**src/sram_ctl_pkg.sv**
```systemverilog
/*
  Constants for the asynchronous 1M x 16 static memory controller.
  Assumes a 50 MHz system clock; all times are turned into cycle counts here.
*/
package sram_ctl_pkg;
  localparam int          CLK_PERIOD_NS      = 20;
  localparam int          ADDR_W             = 20;
  localparam int          DATA_W             = 16;
  localparam int          LANES              = 2;
  // Power-on settle interval before first access
  localparam int          POWER_SETTLE_MS    = 1;
  localparam int          POWER_SETTLE_CYC   = POWER_SETTLE_MS * 1000000 / CLK_PERIOD_NS;
  // Write timing: write float delay plus data setup to write end (slowest grade)
  localparam int          WRITE_FLOAT_NS     = 6;
  localparam int          DATA_SETUP_NS      = 6;
  localparam int          WRITE_PULSE_NS     = 8;
  localparam int          WR_PULSE_NS_TOTAL  = (WRITE_FLOAT_NS + DATA_SETUP_NS > WRITE_PULSE_NS) ?
                                               WRITE_FLOAT_NS + DATA_SETUP_NS : WRITE_PULSE_NS;
  localparam int          WR_PULSE_CYC       = (WR_PULSE_NS_TOTAL + CLK_PERIOD_NS - 1) / CLK_PERIOD_NS;
  // Read access time, rounded up
  localparam int          ACCESS_NS          = 12;
  localparam int          RD_WAIT_CYC        = (ACCESS_NS + CLK_PERIOD_NS - 1) / CLK_PERIOD_NS;
  // Bus turnaround after releasing the data pins
  localparam int          FLOAT_NS           = 6;
  localparam int          TURN_CYC           = (FLOAT_NS + CLK_PERIOD_NS - 1) / CLK_PERIOD_NS;
  localparam int          CNT_W              = 16;
  localparam logic [3:0]  CNT_ONE            = 4'h1;
endpackage : sram_ctl_pkg

```
**src/sram_wait_if.sv**
```systemverilog
/*
  Carrier between the controller and its wait counter.
  Assumes one clock domain.
*/
`timescale 1ns/10ps
interface sram_wait_if;
  logic        load;
  logic [15:0] count;
  logic        done;
  modport ctl (output load, output count, input done);
  modport tmr (input load, input count, output done);
endinterface : sram_wait_if

```
**src/sram_wait_timer.sv**
```systemverilog
/*
  Down counter used for the read, write and turnaround phases of the controller; power settle has its own counter.
  Load is high on every state change of the controller, so it can stay high several cycles; done is high while the count is zero.
*/
`timescale 1ns/10ps
module sram_wait_timer (
  input  wire logic  i_mclk,
  input  wire logic  i_rst_n,
  sram_wait_if.tmr   tmr
);
  logic [15:0] cnt_ff;
  logic [15:0] nxt_cnt;

  // Load or count down to zero
  assign nxt_cnt  = tmr.load ? tmr.count : ((cnt_ff != 16'h0) ? cnt_ff - 16'h1 : cnt_ff);
  assign tmr.done = (cnt_ff == 16'h0);   // Not gated by load: load is decoded from done

  // Counter register
  always_ff @(posedge i_mclk or negedge i_rst_n) begin
    if (!i_rst_n) cnt_ff <= 16'h0;
    else          cnt_ff <= nxt_cnt;
  end
endmodule : sram_wait_timer

```
**src/sram_ctl.sv**
```systemverilog
/*
  Host controller for an asynchronous 1M x 16 static memory with byte lanes.
  One request is taken at a time from the user port. A write opens the selects,
  lanes and strobe on one edge, lifts the strobe a cycle later and drops the
  selects after that. A read holds the selects and output enable for two
  cycles and captures the data on the last one. Every access ends in a
  turnaround cycle. Write data is driven only while the strobe is low and one
  cycle after.
  Assumes the user request port is synchronous to i_mclk and that the bench
  resolves the shared data wire from o_dq_oe.
  Assumes the supply is already at its operating level when reset is released,
  so the settle count starts from reset.
*/
`timescale 1ns/10ps
// How it works
// After reset wait the power settle interval before any access.
// Memory writes only while selected and write strobe is low.
// Write opens with selects, strobe and a lane enable active; ending one closes it.
// Memory drives read data only on enabled lanes.
// Memory captures write data only on enabled lanes; output enable ignored.
// Memory floats data when output enable or lane enables are high.
// Deselect together with strobe rise leaves the bus floating.
// Selected only when active-low select low and active-high select high.
// Write strobe pulse covers write float delay plus data setup.
// Write strobe stays high throughout every read.
// Address is valid no later than the selects become active.
// Disabled lane keeps stored contents during a write.
module sram_ctl (
  input  wire logic        i_mclk,
  input  wire logic        i_rst_n,
  input  wire logic        i_req,
  input  wire logic        i_write,
  input  wire logic [19:0] i_addr,
  input  wire logic [15:0] i_wdata,
  input  wire logic [1:0]  i_lane_en,
  output logic             o_ready,
  output logic             o_rvalid,
  output logic [15:0]      o_rdata,
  output logic [19:0]      o_sram_addr,
  output logic             o_chip_select_active_low,
  output logic             o_chip_select_active_high,
  output logic             o_out_drive_en_n,
  output logic             o_write_strobe_n,
  output logic             o_low_byte_lane_enable_n,
  output logic             o_upper_byte_lane_enable_n,
  output logic [15:0]      o_dq,
  output logic             o_dq_oe,
  input  wire logic [15:0] i_dq
);
  typedef enum logic [2:0] {
    ST_POWER = 3'b000,
    ST_IDLE  = 3'b001,
    ST_RD    = 3'b010,
    ST_WR    = 3'b011,
    ST_WEND  = 3'b100,
    ST_TURN  = 3'b101
  } state_e;

  state_e      state_ff;
  state_e      nxt_state;
  logic [19:0] addr_ff;
  logic [15:0] wdata_ff;
  logic [1:0]  lane_n_ff;
  logic        sel_ff;
  logic        oe_n_ff;
  logic        we_n_ff;
  logic        dq_oe_ff;
  logic        ready_ff;
  logic        rvalid_ff;
  logic [15:0] rdata_ff;
  logic        sel_n_ff;

  sram_wait_if wt();

  sram_wait_timer u_timer (
    .i_mclk  (i_mclk),
    .i_rst_n (i_rst_n),
    .tmr     (wt.tmr)
  );

  // Power settle bookkeeping; kept apart so the shared timer stays 16 bits
  logic [15:0] pwr_cnt_ff;
  wire         in_power = (state_ff == ST_POWER);
  wire         pwr_done = (pwr_cnt_ff == 16'(sram_ctl_pkg::POWER_SETTLE_CYC - 1));

  // Request accepted only in idle with at least one lane
  wire take      = (state_ff == ST_IDLE) && i_req && (i_lane_en != 2'b00);
  wire take_wr   = take && i_write;
  wire take_rd   = take && !i_write;
  wire timer_end = wt.done;

  // Next state decode
  always_comb begin
    nxt_state = state_ff;
    unique case (state_ff)
      ST_POWER: if (pwr_done) nxt_state = ST_IDLE;
      ST_IDLE:  if (take_wr) nxt_state = ST_WR;
                else if (take_rd) nxt_state = ST_RD;
      ST_RD:    if (timer_end) nxt_state = ST_TURN;
      ST_WR:    if (timer_end) nxt_state = ST_WEND;
      ST_WEND:  nxt_state = ST_TURN;
      ST_TURN:  if (timer_end) nxt_state = ST_IDLE;
      default:  nxt_state = ST_POWER;
    endcase
  end

  // Load value for each timed phase
  wire [15:0] rd_load   = 16'(sram_ctl_pkg::RD_WAIT_CYC);
  wire [15:0] wr_load   = 16'(sram_ctl_pkg::WR_PULSE_CYC - 1);
  wire [15:0] turn_load = 16'(sram_ctl_pkg::TURN_CYC - 1);
  wire [15:0] idle_load = 16'h0;

  // Timer loads on entry to each timed phase
  assign wt.load  = (state_ff != nxt_state) || (!i_rst_n);
  assign wt.count = (nxt_state == ST_RD)   ? rd_load :
                    (nxt_state == ST_WR)   ? wr_load :
                    (nxt_state == ST_TURN) ? turn_load : idle_load;

  // Power settle counter runs once after reset
  always_ff @(posedge i_mclk or negedge i_rst_n) begin
    if (!i_rst_n)                   pwr_cnt_ff <= 16'h0;
    else if (state_ff == ST_POWER && !pwr_done) pwr_cnt_ff <= pwr_cnt_ff + 16'h1;
  end

  // State register, power phase ends on settle count
  always_ff @(posedge i_mclk or negedge i_rst_n) begin
    if (!i_rst_n)                          state_ff <= ST_POWER;
    else if (state_ff == ST_POWER)         state_ff <= pwr_done ? ST_IDLE : ST_POWER;
    else                                   state_ff <= nxt_state;
  end

  // Address and data latched on take, with the selects on the same edge
  always_ff @(posedge i_mclk or negedge i_rst_n) begin
    if (!i_rst_n) begin
      addr_ff  <= 20'h0;
      wdata_ff <= 16'h0;
    end else if (take) begin
      addr_ff  <= i_addr;
      wdata_ff <= i_wdata;
    end
  end

  // Lane enables follow the request and clear on the edge that ends turnaround
  always_ff @(posedge i_mclk or negedge i_rst_n) begin
    if (!i_rst_n)                   lane_n_ff <= 2'h3;
    else if (take)                  lane_n_ff <= ~i_lane_en;
    else if (state_ff == ST_TURN)   lane_n_ff <= 2'h3;
  end

  // Select active only in read and write phases
  wire nxt_sel  = (nxt_state == ST_RD) || (nxt_state == ST_WR) || (nxt_state == ST_WEND);
  // Strobe low only inside the write phase, high for all reads
  wire nxt_we_n = !(nxt_state == ST_WR);
  // Output enable only during a read
  wire nxt_oe_n = !(nxt_state == ST_RD);
  // Drive data while the write strobe is low and one cycle after
  wire nxt_dq_oe = (nxt_state == ST_WR) || (nxt_state == ST_WEND);

  // Active-high select; strobe rises a cycle before the selects drop
  always_ff @(posedge i_mclk or negedge i_rst_n) begin
    if (!i_rst_n) sel_ff <= 1'b0;
    else          sel_ff <= !in_power && nxt_sel;
  end

  // Active-low select from its own flop, so the pin leaves a register
  always_ff @(posedge i_mclk or negedge i_rst_n) begin
    if (!i_rst_n) sel_n_ff <= 1'b1;
    else          sel_n_ff <= in_power || !nxt_sel;
  end

  // Write strobe low only in the write pulse
  always_ff @(posedge i_mclk or negedge i_rst_n) begin
    if (!i_rst_n) we_n_ff <= 1'b1;
    else          we_n_ff <= in_power || nxt_we_n;
  end

  // Output drive enable low only in the read phase
  always_ff @(posedge i_mclk or negedge i_rst_n) begin
    if (!i_rst_n) oe_n_ff <= 1'b1;
    else          oe_n_ff <= in_power || nxt_oe_n;
  end

  // Data drive enable for the write pulse and one cycle after
  always_ff @(posedge i_mclk or negedge i_rst_n) begin
    if (!i_rst_n) dq_oe_ff <= 1'b0;
    else          dq_oe_ff <= !in_power && nxt_dq_oe;
  end

  // Read data captured on the last read cycle; disabled lanes read zero
  wire        rd_last = (state_ff == ST_RD) && timer_end;
  wire [15:0] rd_mask = {{8{!lane_n_ff[1]}}, {8{!lane_n_ff[0]}}};
  always_ff @(posedge i_mclk or negedge i_rst_n) begin
    if (!i_rst_n)     rdata_ff <= 16'h0;
    else if (rd_last) rdata_ff <= i_dq & rd_mask;
  end

  // Read valid is a one-cycle pulse with the captured data
  always_ff @(posedge i_mclk or negedge i_rst_n) begin
    if (!i_rst_n) rvalid_ff <= 1'b0;
    else          rvalid_ff <= rd_last;
  end

  // Ready only in idle, from a register; never during the settle interval
  wire nxt_ready = (nxt_state == ST_IDLE) && (!in_power || pwr_done) && !take;
  always_ff @(posedge i_mclk or negedge i_rst_n) begin
    if (!i_rst_n) ready_ff <= 1'b0;
    else          ready_ff <= nxt_ready;
  end

  assign o_ready                    = ready_ff;
  assign o_rvalid                   = rvalid_ff;
  assign o_rdata                    = rdata_ff;
  assign o_sram_addr                = addr_ff;
  assign o_chip_select_active_low   = sel_n_ff;
  assign o_chip_select_active_high  = sel_ff;
  assign o_out_drive_en_n           = oe_n_ff;
  assign o_write_strobe_n           = we_n_ff;
  assign o_low_byte_lane_enable_n   = lane_n_ff[0];
  assign o_upper_byte_lane_enable_n = lane_n_ff[1];
  assign o_dq                       = wdata_ff;
  assign o_dq_oe                    = dq_oe_ff;
endmodule : sram_ctl

```
**config.mk**
```make
export PLATFORM = sky130hd
export DESIGN_NAME = sram_ctl
export DESIGN_NICKNAME = d
export VERILOG_FILES = /design/src/sram_ctl_pkg.sv /design/src/sram_wait_if.sv /design/src/sram_wait_timer.sv /design/src/sram_ctl.sv
export SDC_FILE = /design/constraint.sdc
export NUM_CORES = 1
export LEC_CHECK = 0
export ABC_AREA = 1
export CAP_MARGIN = 20
export CORE_AREA = 2 2 92 94
export CTS_CLUSTER_DIAMETER = 150
export DETAILED_ROUTE_END_ITERATION = 10
export DIE_AREA = 0 0 94 96
export DONT_BUFFER_PORTS = 1
export PLACE_DENSITY_LB_ADDON = 0.05
export SYNTH_ARGS = -nofsm -noshare
export SYNTH_HDL_FRONTEND = slang
export SYNTH_SLANG_ARGS = --single-unit
```
**constraint.sdc**
```tcl
create_clock -name i_mclk -period 1.75 [get_ports i_mclk]
set_clock_uncertainty 0.05 [all_clocks]
set_input_delay 0 -clock i_mclk [delete_from_list [all_inputs] [get_ports i_mclk]]
set_output_delay 0 -clock i_mclk [all_outputs]
set_load 0.03 [all_outputs]
```
==> impl_metrics.toml <==
[route]
drtIter0Drc = 169
ant_nets = 0
wirelength_um = 10300
via_per_inst = 5.01
drt-wirelength-per-cell_um = 14.3
dr.pass1.iters = 4
remaining_drc_errors = 0
vias = 3614

[cts]
htree_levels = 3
insertion_delay_ps = 370
hold_buffers = 58
clk_root_buffer_cell = "clkbuf_8"
cts.sinks = 96
cts_tree = "built"
cts_made_buffers = 9
clk_path_buf_depth = 2
path_clk_slew_ps = 100

[die]
fp.dieH_um = 96
fp.coreArea_um2 = 8050
initial_core_util = 0.537
floorplan.rows = 33
ios = 119
dieArea_um2 = 9020
die_x_um = 94

[grt]
grt_use_total = 0.230
grt_pass1_vias = 3577
top_usage_layer = "met2"
met3_usage = 0.0572
grt_antenna_before_repair = 0
grt.overflow.total = 0
grt_max_degree = 98
grt_pass1_wl_um = 16200
gr-usage-met2 = 0.408
grt_use_met1 = 0.274

[timing]
period_minus_slack_ps = 1800
finalCritPeriodShare = 1.03
slew_headroom = 0.753
rsz0062_at_grt = "true"
finalSetupViolCount = 3
holdWs_ps = -735
fmax_mhz = 556
worstMarginPinSlew_ps = 371
drv_slew = 0
layout_setup_ws_ps = -47.1
timing_hold_violations_final = 99

[outcome]
violations = "negative hold slack, negative setup slack"
status = "finished with violations"

[worst_setup_path]
r2r-end = "u_timer.cnt_ff[2]"
cp.arrival_ps = 2040
r2r_slack_ps = -50
crit_start = "u_timer.cnt_ff[1]"
startpoint_type = "register"
worst-path-max-fanout = 7
timing.rr.start = "u_timer.cnt_ff[1]"
endpoint_kind = "register"
crit_end = "u_timer.cnt_ff[2]"
worstPathRequired_ps = 1990
r2r_cells = 12
critical_path_class = "register to register"

[synth]
syn_inst = 501
yosysTopAreaCellShare = 0.527
ys_types = 33
synthTopCellsByArea = "dfrtp_1 (53%), nand2_1 (17%), dfstp_2 (3.0%)"
synth_seq_area_share = 0.557
synth_area_per_cell_um2 = 8.63
yosysTopAreaCell = "dfrtp_1"
syn_nets = 562
synth_area_um2 = 4320
synth-seq-cells = 96
yosysWarnings = 0

[layout]
final_common_cell = "nand2_1"
fin_area_um2 = 5800
drive_gt1_frac = 0.237
diodes = 0
nNetsFinal = 672
most-common-layout-cells = "nand2_1 (187), dfrtp_1 (87), dlygate4sd3_1 (58)"
finalNonFillerCells = 721
area_delta_synth_final_pct = 34.3

[placed_design]
portBuffers = 0
dp_slack_ps = -86.8
gp_congestion = 0.790
hpwl_um = 6290
dp.cells = 625
placed_area_um2 = 4640

[pwr]
power_density_nw_per_um2 = 1730
leakagePower_nw = 2.86
ir_drop_mv = 0.951

[min_path]
hp-class = "input port to asynchronous set/reset pin"

[run]
drv_cap = 0
==> stage by stage <==
stage / power (mW) / utilization / TNS [ps]
after floorplan: 6.86 / - / 0
after global placement: 7.73 / 0.577 / -19.7
after detailed placement: 7.80 / 0.577 / -378
after CTS: 9.54 / 0.685 / 0
after global routing: 10.7 / 0.721 / -1450
final: 10.1 / 0.721 / -75.2
==> critical path, stage by stage (launching register included) <==
cell and delay [ps]:
dfrtp_1 400, inv_2 70, ha_4 160, nand3_2 90
nor2_4 50, nand2_4 100, nand2_2 60, o21ai_1 70
nand2_1 110, nor2_4 180, nand2_4 110, buf_4 160
nor3_2 110
==> flip-flops by register name (all words and copies together) (netlist names) <==
| name | flops |
|---|---|
| o_sram_addr | 20 |
| o_out_drive_en_n | 1 |
| state_ff | 3 |
| pwr_cnt_ff | 16 |
| o_write_strobe_n | 1 |
| o_dq | 16 |
| o_chip_select_active_high | 1 |
| o_chip_select_active_low | 1 |
| u_timer.cnt_ff | 16 |
| o_rdata | 16 |
| o_rvalid | 1 |
| o_ready | 1 |
| o_dq_oe | 1 |
| lane_n_ff | 2 |
==> synth_stat cells <==
| library cell | instances |
|---|---|
| nand2_4 | 2 |
| nand4_1 | 6 |
| xnor2_1 | 11 |
| o21ai_2 | 1 |
| or2_2 | 1 |
| nor3_1 | 15 |
| clkbuf_1 | 5 |
| nand3_2 | 2 |
| nand2_2 | 2 |
| a21oi_2 | 2 |
| a31oi_1 | 1 |
| dfstp_2 | 5 |
| o21bai_1 | 1 |
| ha_1 | 3 |
| clkinv_1 | 3 |
| a21oi_1 | 2 |
| xor2_1 | 14 |
| nor2_4 | 3 |
| dfrtp_1 | 91 |
| buf_2 | 3 |
| nand2_1 | 198 |
| o21ai_0 | 23 |
| nor3_2 | 3 |
| or2_1 | 1 |
| nand3_1 | 16 |
| nor2_2 | 12 |
| o21ai_1 | 2 |
| buf_1 | 4 |
| nor2_1 | 34 |
| inv_1 | 29 |
| buf_6 | 2 |
| nor4_1 | 2 |
| inv_2 | 2 |
==> layer usage <==
layer,routed length [um],vias to the layer above,share of wire
met5,0,-,0
met4,163,0,0.016
met1,4160,1709,0.40
met3,554,14,0.054
met2,5430,98,0.53
li1,-,1793,-
==> power breakdown <==
group / switching, mW / internal (mW)
Combinational: 2.07 / 1.68
Sequential: 1.89 / 3.04
Clock: 0.829 / 0.544
==> cells by family after synthesis <==
group | count (synthesis) | share of synthesized area
and+or+nand+nor | 297 | 0.297
DFF | 96 | 0.557
AOI/OAI and AO/OA | 32 | 0.0405
buffers and inverters | 48 | 0.0460
adders and majority gates | 3 | 0.00869
xor gates and xnor gates | 25 | 0.0507
==> worst min path at each step <==
stage	endpoint	depth (start not counted)
6_report	u_timer.cnt_ff[7]	0
5_1_grt	o_sram_addr[6]	0
4_1_cts	u_timer.cnt_ff[7]	0
3_5_place_dp	u_timer.cnt_ff[7]	0
3_3_place_gp	u_timer.cnt_ff[7]	0
2_1_floorplan	o_chip_select_active_high	0
==> timing repair <==
| item | CTS | global route |
|---|---|---|
| setup buffers | 3 | 18 |
| pin swaps | 4 | 18 |
| gates cloned | 1 | 0 |
| endpoints found under the hold margin | 170 | 100 |
| resized for setup | 19 | 43 |
| endpoints found under the setup margin | 15 | 30 |
==> cell type report <==
class | instances | area (um^2)
Sequential cell | 96 | 2410
Inverter | 34 | 130
Tap cell | 105 | 131
Fill cell | 590 | 2250
Multi-Input combinational cell | 358 | 1930
Timing Repair Buffer | 112 | 1010
Clock inverter | 7 | 60.1
Clock buffer | 9 | 124
No activity file was read; power rests on OpenSTA's default activity.
